File: config.mk
export PLATFORM = sky130hd
export DESIGN_NAME = flash_status_poller
export DESIGN_NICKNAME = d
export VERILOG_FILES = /design/src/rtl/flash_status_pkg.sv /design/src/rtl/flash_status_poller.sv
export SDC_FILE = /design/constraint.sdc
export NUM_CORES = 1
export LEC_CHECK = 0
export BUFFER_PORTS_ARGS = -buffer_cell sky130_fd_sc_hd__buf_2
export CAP_MARGIN = 20
export CORE_MARGIN = 2
export CORE_UTILIZATION = 55
export DETAILED_ROUTE_END_ITERATION = 7
export GPL_ROUTABILITY_DRIVEN = 0
export PLACE_DENSITY = 0.85
export SLEW_MARGIN = 20
export SYNTH_ARGS = -nofsm -noshare
export SYNTH_HDL_FRONTEND = slang
export SYNTH_SLANG_ARGS = --single-unit
File: constraint.sdc
create_clock -name clk_in -period 5.1 [get_ports clk_in]
set_clock_uncertainty 0.1 [all_clocks]
set_input_delay 0.255 -clock clk_in [delete_from_list [all_inputs] [get_ports clk_in]]
set_output_delay 0.255 -clock clk_in [all_outputs]
set_load 0.05 [all_outputs]
File: src/rtl/flash_status_pkg.sv
// Purpose: Constants for the flash write-status polling controller
// Assumes: 250 MHz clock, byte-wide flash data bus
// Notes: Bit positions of the status byte and strobe timing counts
package flash_status_pkg;
    localparam int CLK_MHZ = 250;
    // Status byte bit positions
    localparam int POLL_BIT = 7;
    localparam int TOGGLE_BIT = 6;
    localparam int LIMIT_BIT = 5;
    localparam int TIMER_BIT = 3;
    localparam int SECTOR_BIT = 2;
    // Read strobe low time and gap between cycles, in ns
    localparam int STROBE_NS = 80;
    localparam int GAP_NS = 20;
    localparam int STROBE_CYC = (STROBE_NS * CLK_MHZ + 999) / 1000;
    localparam int GAP_CYC = (GAP_NS * CLK_MHZ + 999) / 1000;
    // Reset command byte and its address
    localparam logic [7:0] RESET_CMD = 8'hf0;
    localparam logic [21:0] RESET_ADDR = 22'h000000;
    // Result codes
    localparam logic [1:0] RES_DONE = 2'h0;
    localparam logic [1:0] RES_FAIL = 2'h1;
    localparam logic [1:0] RES_BUSY = 2'h2;
    typedef enum logic [2:0] {
        ST_IDLE, ST_STROBE, ST_GAP, ST_EVAL, ST_RESET
    } poll_state_t;
endpackage : flash_status_pkg

File: src/rtl/flash_status_poller.sv
// Purpose: Host controller running the toggle-bit status check on a flash bank
// Assumes: Flash data lines sampled synchronously; one clock domain
// Notes: Each poll request restarts with a fresh double read
`timescale 1ns/1ps
module flash_status_poller #(
    parameter int ADDR_W = 22
) (
    // Clock and reset
    input wire logic clk_in,
    input wire logic arst_n_in,
    // User side
    input wire logic poll_req_in,
    input wire logic [ADDR_W-1:0] poll_addr_in,
    output logic poll_ready_out,
    output logic done_out,
    output logic [1:0] result_out,
    output logic [7:0] status_out,
    // Flash pins
    output logic [ADDR_W-1:0] addr_out,
    output logic flash_sel_n_out,
    output logic out_en_n_out,
    output logic write_en_n_out,
    input wire logic [7:0] status_byte_lines_in,
    output logic [7:0] data_out,
    output logic data_oe_n_out,
    input wire logic ready_busy_n_in
);
    localparam int CNT_W = 8;
    localparam logic [CNT_W-1:0] STROBE_LAST = CNT_W'(flash_status_pkg::STROBE_CYC - 1);
    localparam logic [CNT_W-1:0] GAP_LAST = CNT_W'(flash_status_pkg::GAP_CYC - 1);

    flash_status_pkg::poll_state_t state_q, state_d;
    logic [CNT_W-1:0] cnt_q, cnt_d;
    logic [ADDR_W-1:0] addr_q, addr_d;
    logic [7:0] first_q, first_d;
    logic [7:0] last_q, last_d;
    logic [1:0] nreads_q, nreads_d;
    logic limit_seen_q, limit_seen_d;
    logic done_q, done_d;
    logic [1:0] result_q, result_d;
    logic reset_wr_q, reset_wr_d;
    logic toggled;

    // Toggle compare between the two latest reads
    assign toggled = first_q[flash_status_pkg::TOGGLE_BIT] != last_q[flash_status_pkg::TOGGLE_BIT];

    always_comb begin
        state_d = state_q;
        cnt_d = cnt_q;
        addr_d = addr_q;
        first_d = first_q;
        last_d = last_q;
        nreads_d = nreads_q;
        limit_seen_d = limit_seen_q;
        done_d = 1'b0;
        result_d = result_q;
        reset_wr_d = reset_wr_q;
        unique case (state_q)
            flash_status_pkg::ST_IDLE: begin
                if (poll_req_in) begin
                    // Fresh double read on every request at the busy bank address
                    addr_d = poll_addr_in;
                    nreads_d = 2'h0;
                    limit_seen_d = 1'b0;
                    reset_wr_d = 1'b0;
                    cnt_d = '0;
                    state_d = flash_status_pkg::ST_STROBE;
                end
            end
            flash_status_pkg::ST_STROBE: begin
                cnt_d = cnt_q + 1'b1;
                if (cnt_q == STROBE_LAST) begin
                    cnt_d = '0;
                    state_d = flash_status_pkg::ST_GAP;
                    if (!reset_wr_q) begin
                        // One sample per completed read cycle
                        first_d = last_q;
                        last_d = status_byte_lines_in;
                        if (nreads_q != 2'h3) begin
                            nreads_d = nreads_q + 1'b1;
                        end
                    end
                end
            end
            flash_status_pkg::ST_GAP: begin
                cnt_d = cnt_q + 1'b1;
                if (cnt_q == GAP_LAST) begin
                    cnt_d = '0;
                    state_d = reset_wr_q ? flash_status_pkg::ST_IDLE : flash_status_pkg::ST_EVAL;
                    if (reset_wr_q) begin
                        // Release the data lines once the command is written
                        reset_wr_d = 1'b0;
                        done_d = 1'b1;
                    end
                end
            end
            flash_status_pkg::ST_EVAL: begin
                state_d = flash_status_pkg::ST_STROBE;
                // Erase timer flag is left to the user; no sector commands here
                if (nreads_q >= 2'h2) begin
                    if (!toggled) begin
                        // Unchanged toggle bit: operation finished
                        result_d = flash_status_pkg::RES_DONE;
                        done_d = 1'b1;
                        state_d = flash_status_pkg::ST_IDLE;
                    end else if (limit_seen_q) begin
                        // Still toggling after limit flag: fail, send reset
                        result_d = flash_status_pkg::RES_FAIL;
                        reset_wr_d = 1'b1;
                        state_d = flash_status_pkg::ST_RESET;
                    end else if (last_q[flash_status_pkg::LIMIT_BIT]) begin
                        // Limit flag high: one more read to recheck
                        limit_seen_d = 1'b1;
                    end else begin
                        result_d = flash_status_pkg::RES_BUSY;
                    end
                end
            end
            flash_status_pkg::ST_RESET: begin
                // Reset command write cycle uses the strobe timing
                cnt_d = '0;
                state_d = flash_status_pkg::ST_STROBE;
            end
            default: state_d = flash_status_pkg::ST_IDLE;
        endcase
    end

    always_ff @(posedge clk_in or negedge arst_n_in) begin
        if (!arst_n_in) begin
            state_q <= flash_status_pkg::ST_IDLE;
            cnt_q <= '0;
            addr_q <= '0;
            first_q <= 8'h00;
            last_q <= 8'h00;
            nreads_q <= 2'h0;
            limit_seen_q <= 1'b0;
            done_q <= 1'b0;
            result_q <= flash_status_pkg::RES_DONE;
            reset_wr_q <= 1'b0;
        end else begin
            state_q <= state_d;
            cnt_q <= cnt_d;
            addr_q <= addr_d;
            first_q <= first_d;
            last_q <= last_d;
            nreads_q <= nreads_d;
            limit_seen_q <= limit_seen_d;
            done_q <= done_d;
            result_q <= result_d;
            reset_wr_q <= reset_wr_d;
        end
    end

    // Flash strobes: reads end each cycle by raising select and output enable
    logic in_strobe;
    assign in_strobe = state_q == flash_status_pkg::ST_STROBE;
    assign addr_out = reset_wr_q ? ADDR_W'(flash_status_pkg::RESET_ADDR) : addr_q;
    assign flash_sel_n_out = !in_strobe;
    assign out_en_n_out = !(in_strobe && !reset_wr_q);
    assign write_en_n_out = !(in_strobe && reset_wr_q);
    assign data_out = flash_status_pkg::RESET_CMD;
    assign data_oe_n_out = !reset_wr_q;
    assign poll_ready_out = state_q == flash_status_pkg::ST_IDLE;
    assign done_out = done_q;
    assign result_out = result_q;
    assign status_out = last_q; // Timer flag handed on for sector command
endmodule : flash_status_poller

After elaboration in Yosys (flattened, before gate mapping):

Index checks and enable logic that the tools add are counted.

* bits in registers: 55
* latch bits: 0
* RAM bits: 0
* ROM bits: 0
* bits of input ports: 34
* output and inout bits: 46
* word-level logic and storage cells: 87
* memories kept: 0

* $add $sub $neg: 2
* multipliers: 0
* divide/modulo/power cells: 0
* magnitude comparators: 1
* equality and inequality tests: 17
* shifts and indexed selects: 0
* mux-type cells: 37
* bitwise operators: 1
* reduce and logical (&&, ||, !) cells: 19

Operators by type and width (count)
* $pmux 8 s4: 1
* $mux 8: 3
* $mux 22: 1
* $mux 3: 6
* $mux 2: 8
* $pmux 3 s5: 1
* $ne 2x2->1 const B: 7
* $mux 1: 13
* $reduce_and 3->1: 3
* $add 8x1->8 const B: 1
* $eq 8x3->1 const B: 1
* $eq 8x5->1 const B: 1
* $eq 3x2->1 const B: 2
* $reduce_and 6->1: 1
* $reduce_and 5->1: 1
* $logic_not 1->1: 4
* $ne 2x1->1 const B: 2
* $pmux 1 s2: 2
* $pmux 2 s2: 1
* $reduce_and 2->1: 2
* $reduce_and 4->1: 1
* $reduce_bool 2->1: 2
* $reduce_bool 4->1: 1
* $eq 3x1->1 const B: 1
* 10 further kinds: 11

Logic depth before layout (Yosys ltp):

Gate-level depths: netlist of run 1.

* depth in word-level cells: 5
* mapped depth: 6
* mapped depth without buffers: 6

Worst setup path after synthesis of run 1:

No wires, ideal clock.

* path type: register to register
* start point: register state_q[1]
* end point: register last_q[0], in the netlist status_out[0]
* library setup time: 0.125 ns
* data arrival time: 1.980 ns
* data required time: 4.875 ns
* setup slack: 2.895 ns
* cell stages (with the launch flop): 5
* buffers on the path: 0
* period minus slack after synthesis: 2.205 ns
* cell sequence: dfrtp_1 > or3b_1 > nand2b_4 > nor2_4 > mux2_2

* cells in the longest elaborated chain, start to end: 2

RTL lines
* from (decl): line flash_status_poller.sv:32 `flash_status_pkg::poll_state_t state_q, state_d;`
* from (signal assigned): line flash_status_poller.sv:130 `state_q <= flash_status_pkg::ST_IDLE;`
* from (signal assigned): line flash_status_poller.sv:141 `state_q <= state_d;`
* $eq 3x1->1: line flash_status_poller.sv:58 `unique case (state_q)`
* $reduce_and 3->1 (no source line)
* to (signal assigned): line flash_status_poller.sv:145 `last_q <= last_d;`
* to (decl): line flash_status_poller.sv:36 `logic [7:0] last_q, last_d;`

No other way between the ends.
A chain may end at the register's enable or synchronous reset.

Worst setup path in the final report of run 1:

* start point: register reset_wr_q
* end point: output port write_en_n_out

* cells in the longest elaborated chain, start to end: 2

RTL lines
* from (decl): line flash_status_poller.sv:41 `logic reset_wr_q, reset_wr_d;`
* from (signal assigned): line flash_status_poller.sv:150 `reset_wr_q <= reset_wr_d;`
* $logic_and 1x1->1: line flash_status_poller.sv:160 `assign write_en_n_out = !(in_strobe && reset_wr_q);`
* $logic_not 1->1: line flash_status_poller.sv:160
* to (decl): line flash_status_poller.sv:22 `output logic write_en_n_out,`

No other way between the ends.

==> results of run 1 <==
## cell families after synthesis
group,after synthesis,share of synthesized area
adders and majority gates,4,0.0200
DFF,49,0.490
buffers and inverters,23,0.0480
muxes,34,0.152
and+or+nand+nor,79,0.191
other,2,0.00300
xor gates and xnor gates,2,0.00700
AOI/OAI and AO/OA,34,0.0885
## per-stage QoR
step	util	worst slack, ps	cell area (µm²)
3_3_place_gp	0.654	2740	2850
2_1_floorplan	-	2900	2520
5_1_grt	0.680	2600	2960
4_1_cts	0.673	2670	2930
6_report	0.680	2740	2960
3_5_place_dp	0.654	2700	2850
## layer usage
metal,part of all wire,GRT usage,vias up
met5,0,0,-
met4,0.011,0.0587,0
met3,0.045,0.0436,4
met2,0.54,0.351,57
met1,0.41,0.238,947
li1,-,-,902
## synthesized netlist by cell type (3+ instances only)
cell	instances
a21oi_1	5
buf_2	3
nand3_1	5
o21ai_0	9
o22ai_1	4
inv_1	6
ha_1	4
nor2b_1	26
dfrtp_1	49
nand2_1	17
or3b_1	3
nor2_1	8
o211ai_1	3
clkbuf_1	5
buf_4	8
mux2_2	32
## power by group
part / total (mW) / internal [mW] / switching, mW / leakage [nW]
clock network: 0.221 / 0.0972 / 0.124 / 0.0385
registers: 0.651 / 0.540 / 0.110 / 0.616
logic: 1.01 / 0.319 / 0.689 / 0.768
total: 1.88 / 0.957 / 0.922 / 1.42
## registers in the layout, summed over array words and instances (netlist names)
signal        cells
reset_wr_q        1
result_out        2
state_q           3
cnt_q             8
addr_q           22
done_out          1
first_q           1
status_out        8
limit_seen_q      1
nreads_q          2
## worst max path at each step
stage	to	from	cells past startpoint
5_1_grt	write_en_n_out	reset_wr_q$_DFFE_PN0P_	3
3_3_place_gp	addr_q[8]$_DFFE_PN0P_	state_q[0]$_DFFE_PN0P_	3
4_1_cts	addr_q[7]$_DFFE_PN0P_	state_q[0]$_DFFE_PN0P_	3
3_5_place_dp	addr_q[7]$_DFFE_PN0P_	state_q[0]$_DFFE_PN0P_	3
2_1_floorplan	status_out[0]$_DFFE_PN0P_	state_q[1]$_DFFE_PN0P_	4
6_report	write_en_n_out	reset_wr_q$_DFFE_PN0P_	3
## area by class of cell
type                            instances  area share
Inverter                                6     0.00761
Sequential cell                        49       0.414
Timing Repair Buffer                   72       0.128
Clock buffer                            7      0.0258
Multi-Input combinational cell        161       0.400
Clock inverter                          1     0.00254
Tap cell                               52      0.0220
==> metrics.md, run 1 <==
| Metric | Value |
|---|---|
| Final setup violation count | 0 |
| WP data required | 4740 ps |
| Max Freq | 424 MHz |
| Pin count of the biggest net entering global routing | 50 |
| Hold Slack | 84.9 ps |
| Final Max Tran Viols | 0 |
| Share of layout cells above drive strength 1 | 0.399 |
| Most frequent cells in the layout | buf_2, dfrtp_1, mux2_2, nor2b_1, nand2_1 |
| Initial antenna violation count | 0 |
| Register area share after synthesis | 0.490 |
| RSZ-0062 raised after global routing | false |
| Worst Path Arrival | 2000 ps |
| Area leader, netlist | dfrtp_1 |
| Main synth FF type | dfrtp_1 |
| Top cells by area, synth | dfrtp_1, mux2_2, nor2b_1, nand2_1, buf_4 |
| Ant. Diodes | 0 |
| YS warnings | 0 |
| R2r setup slk | 2950 ps |
| Status | complete, no violations |
| NumNets Final | 333 |
| Tmin final | 2360 ps |
| Filler Cell Count | 341 |
| Min-Delay Startpoint | status_byte_lines_in[2] |
| VDD IR max | 371 µV |
| Maxcap violations | 0 |
| Commonest non-fill, non-tap cell in the layout | buf_2 |
| First-pass GRT wire length | 7930 µm |
| Clk slew on worst S/H paths | 90 ps |
| Syn Std Cell Area | 0.00250 mm² |
| Post-Syn Instances | 227 |
| Rows | 24 |
| Hold Vio Cnt, Final | 0 |
| GRT Total Usage | 0.196 |
| Hold buffer count at CTS | 0 |
| CORE AREA | 0.00435 mm² |
| Initial Utilization | 0.574 |
| CTS root buf | clkbuf_8 |
| Vias in the first global route | 1856 |
| WHS Endpoint | status_out[2]$_DFFE_PN0P_ |
| Syn avg cell area | 11.0 µm² |
| Die W | 71.4 µm |
| Full die area | 0.00510 mm² |
| Synth Register Bits | 49 |
| Post-DP HPWL | 3330 µm |
| Latest clock arrival within the worst-skew pair | 290 ps |
| WL/cell | 13.8 µm |
| Post-DR vias/cell | 5.49 |
| Initial DRT Pass Iterations | 4 |
| Total number of vias | 1910 |
| Critical path class | flop to primary output |
| GRT overflow | 0 |
| Reg-to-Reg End | cnt_q[3]$_DFFE_PN0P_ |
| Nature of the critical path endpoint | primary output |
| RR Startpoint | state_q[1]$_DFFE_PN0P_ |
| Worst Hold Class | primary input to flop |
| TritonCTS clock tree | done |
| CP top delay family | flip-flops |
| Setup TNS | 0 ps |
| Cts repair resizes | 0 |
| Unique masters post-synth | 49 |
| Post-synth ARST share | 1.00 |
| Finished Layout Cells | 348 |
| H-tree Lvls | 2 |
| Clk buf depth | 2 |
| Clock sinks | 49 |
| Crit-path cells | inv_1 > or2_2 > buf_2 |
| Post-synth EDFFs | 0 |
| Setup bufs post-CTS | 0 |
| Worst Setup Start Kind | flop |
| Worst path max stage delay | 940 ps |
| Antenna-violating nets left | 0 |
| Tot Pwr | 1.88 mW |
| Register area | 0.00123 mm² |
| Worst Reg2Reg Path Length in Cells | 4 |
| Fin crit share | 0.463 |
| I/O Buffers | 70 |
| IO Pins | 80 |
| DRT Wirelength | 4790 µm |
| Crit path buf inv count | 2 |
| Drt drc | 0 |
| Leakage | 1.42 nW |
| Dpl cells | 338 |
| Rel. slew slack | 0.399 |
| Area delta synth->final | 18.3% |
| Drt first-iter violations | 102 |
| Post-synth top area share | 0.490 |
| Worst slew pin tran | 902 ps |
| Slowest CP cell | dfrtp_1 |
| Die height | 71.4 µm |
| Multi-input gate area | 0.00118 mm² |
| Worst-path fanout max | 27 |
| Num CTS Buffers | 5 |
| Hold path cells | 2 |
| PwrDens | 635 mW/mm² |
(Power assumes the default switching activity.)
==> run 2: changes to the inputs <==
Settings changed: ABC_AREA set to 1, CORE_UTILIZATION 55 to 46, PLACE_DENSITY 0.85 to 0.76.
Clock period 5.1 ns to 2.1 ns, I/O delays scaled along.
==> metrics.md, run 2 <==
| Metric | Value |
|---|---|
| Vias in the first global route | 2259 (was 1856) |
| GRT overflow | 0 (unchanged) |
| Worst Setup Start Kind | flop (unchanged) |
| Worst slew pin tran | 826 ps (was 902 ps) |
| Fin util | 0.627 (was 0.680) |
| Leakage | 1.87 nW (was 1.42 nW) |
| Most frequent cells in the layout | nand2_1, buf_2, inv_1, dfrtp_1, nor2_1 (was buf_2, dfrtp_1, mux2_2, nor2b_1, nand2_1) |
| Ant. Diodes | 0 (unchanged) |
| Worst-path fanout max | 9 (was 27) |
| Max reg flops | 22 (unchanged) |
| GRT Total Usage | 0.209 (was 0.196) |
| Critical path class | flop to primary output (unchanged) |
| Post-synth EDFFs | 0 (unchanged) |
| WL met3 | 331 µm (was 216 µm) |
| CP most frequent cell | inv_1 |
| Top cells by area, synth | dfrtp_1, nand2_1, inv_1, nor2_1, nand3_1 (was dfrtp_1, mux2_2, nor2b_1, nand2_1, buf_4) |
| Post-Syn Instances | 337 (was 227) |
| Count leader, synth | nand2_1 (was dfrtp_1) |
| Commonest non-fill, non-tap cell in the layout | nand2_1 (was buf_2) |
| Rel. slew slack | 0.449 (was 0.399) |
| Max Freq | 569 MHz |
| CTS root buf | clkbuf_8 (unchanged) |
| DRT Wirelength | 6060 µm (was 4790 µm) |
| Setup TNS | 0 ps (unchanged) |
| H-tree Lvls | 2 (unchanged) |
| Initial DRT Pass Iterations | 5 (was 4) |
| Clk buf depth | 2 (unchanged) |
| Die height | 79.2 µm (was 71.4 µm) |
| VDD IR max | 847 µV (was 371 µV) |
| Latest clock arrival within the worst-skew pair | 300 ps (was 290 ps) |
| TritonCTS clock tree | done (unchanged) |
| Final Max Tran Viols | 0 (unchanged) |
| Die W | 79.2 µm (was 71.4 µm) |
| Hold Vio Cnt, Final | 0 (unchanged) |
| Post-DR vias/cell | 4.71 (was 5.49) |
| Worst Hold Class | primary input to asynchronous set/reset pin (was primary input to flop) |
| RSZ-0062 raised after global routing | false (unchanged) |
| Most flops, register | addr_q (unchanged) |
| Met2 WL | 2980 µm (was 2570 µm) |
| PwrDens | 1620 mW/mm² (was 635 mW/mm²) |
| Share of layout cells above drive strength 1 | 0.227 (was 0.399) |
| I/O Buffers | 70 (unchanged) |
| Full die area | 0.00627 mm² (was 0.00510 mm²) |
| Cts repair resizes | 0 (unchanged) |
| Worst path max stage delay | 450 ps (was 940 ps) |
| Status | complete, no violations (unchanged) |
| Rows | 27 (was 24) |
| Area delta synth->final | 31.9% (was 18.3%) |
| WL/cell | 11.8 µm (was 13.8 µm) |
| Drt first-iter violations | 155 (was 102) |
| Syn Std Cell Area | 0.00260 mm² (was 0.00250 mm²) |
| Syn avg cell area | 7.72 µm² (was 11.0 µm²) |
| First-pass GRT wire length | 10400 µm (was 7930 µm) |
| NumNets Final | 477 (was 333) |
| Worst Path Arrival | 1550 ps (was 2000 ps) |
| Fin crit share | 0.837 |
| Antenna-violating nets left | 0 (unchanged) |
| DP Area | 0.00298 mm² (was 0.00285 mm²) |
| YS warnings | 0 (unchanged) |
| Maxcap violations | 0 (unchanged) |
| Final setup violation count | 0 (unchanged) |
| CP top delay family | flip-flops (unchanged) |
| CORE AREA | 0.00547 mm² (was 0.00435 mm²) |
| Main synth FF type | dfrtp_1 (unchanged) |
| Total number of vias | 2411 (was 1910) |
| Drt drc | 0 (unchanged) |
| Register area share after synthesis | 0.471 (was 0.490) |
| Synth top cells by count | nand2_1, inv_1, dfrtp_1, nor2_1, nand3_1 (was dfrtp_1, mux2_2, nor2b_1, nand2_1, o21ai_0) |
| Initial Utilization | 0.475 (was 0.574) |
| Initial antenna violation count | 0 (unchanged) |
| Fin area | 0.00343 mm² (was 0.00296 mm²) |
| Crit path buf inv count | 3 (was 2) |
| Post-synth top area share | 0.471 (was 0.490) |
| Num CTS Buffers | 5 (unchanged) |
| Filler Cell Count | 469 (was 341) |
| Clk slew on worst S/H paths | 90 ps (about the same) |
| WP data required | 1890 ps (was 4740 ps) |
| Synth Register Bits | 49 (unchanged) |
| Clock sinks | 49 (unchanged) |
| Highest metal layer with signal wires | met4 (unchanged) |
| IO Pins | 80 (unchanged) |
| Unique masters post-synth | 32 (was 49) |
| Crit-path cells | inv_1 > nand3_4 > nor2_8 > inv_1 > buf_2 (was inv_1 > or2_2 > buf_2) |
| Nature of the critical path endpoint | primary output (unchanged) |
| Tmin final | 1760 ps |
| M1 WL | 2660 µm (was 1950 µm) |
| Pin count of the biggest net entering global routing | 46 (was 50) |
| Slowest CP cell | dfrtp_1 (unchanged) |
| Post-DP HPWL | 3820 µm (was 3330 µm) |
| Post-synth ARST share | 1.00 (unchanged) |
| Area leader, netlist | dfrtp_1 (unchanged) |
[run 2: cell count changes in the layout (fill, tap and decap cells not counted), sizes merged, moves of 4 or more]
cell | before | now
nand3 | 5 | 29
nand2 | 17 | 87
inv | 6 | 56
o21ai | 10 | 33
dlygate4sd3 | 1 | 31
nor2b | 26 | 0
mux2 | 32 | 0
o22ai | 4 | 0
nor2 | 10 | 45
[run 2: area by class of cell]
cell class,count,area (µm²),area share
inverter,56,211,0.0616
sequential,49,1230,0.357
tap,72,90.1,0.0263
timing repair buffer,105,691,0.201
clock buffer,5,68.8,0.0201
multi-input combinational,222,1070,0.313
clock inverter,3,68.8,0.0201
[run 2: worst paths after layout]
check	startpoint	to	slack, ps	cells after the start
min in group clk_in	poll_req_in	cnt_q[1]$_DFFE_PN0P_	330	6
hold / removal	arst_n_in	status_out[5]$_DFFE_PN0P_	330	2
hold reg to reg	status_out[2]$_DFFE_PN0P_	status_out[2]$_DFFE_PN0P_	370	2
setup / recovery	state_q[1]$_DFFE_PN0P_	out_en_n_out	340	5
max in group asynchronous	arst_n_in	addr_q[4]$_DFFE_PN0P_	910	3
setup reg to reg	cnt_q[1]$_DFFE_PN0P_	status_out[6]$_DFFE_PN0P_	380	8
[run 2: report_power, final]
group	internal, mW	total (mW)	switching [mW]
logic	0.778	3.17	2.39
registers	1.34	1.58	0.240
clock network	0.479	0.803	0.324
total	2.60	5.56	2.96
[run 2: what timing repair did]
action / 4_1_cts / 5_1_grt
hold endpoints to repair: 66 / 0
hold buffers: 31 / 0
setup buffers: 0 / 0
[run 2: metrics by stage]
step	power, mW	setup slack, ps	instances	hold WS (ps)
after global routing	5.92	179	512	374
final	5.56	342	512	332
after floorplan	4.03	489	343	-291
after global placement	4.64	459	473	143
after CTS	5.56	362	512	315
after detailed placement	4.70	431	473	147
[run 2: cells by family after synthesis]
kind of cell / synth area share
compound gates: 0.0952
xor+xnor: 0.00674
fa+ha+maj: 0.0192
buf+inv: 0.124
flops: 0.471
other cells: 0.00289
simple gates: 0.280
[run 2: routing by layer]
layer  GRT usage  vias up
li1            -     1221
met1       0.273     1105
met2       0.348       76
met3      0.0432        9
met4      0.0690        0
met5           0        -
[run 2: worst reg2reg max path, delay by kind of cell (launching register included)]
kind	cells	cell delay (ps)
flip-flops	1	400
adder cells (fa/ha/maj)	1	280
AO/OA/AOI/OAI	1	40
buffers and inverters	1	150
AND/OR/NAND/NOR	5	650
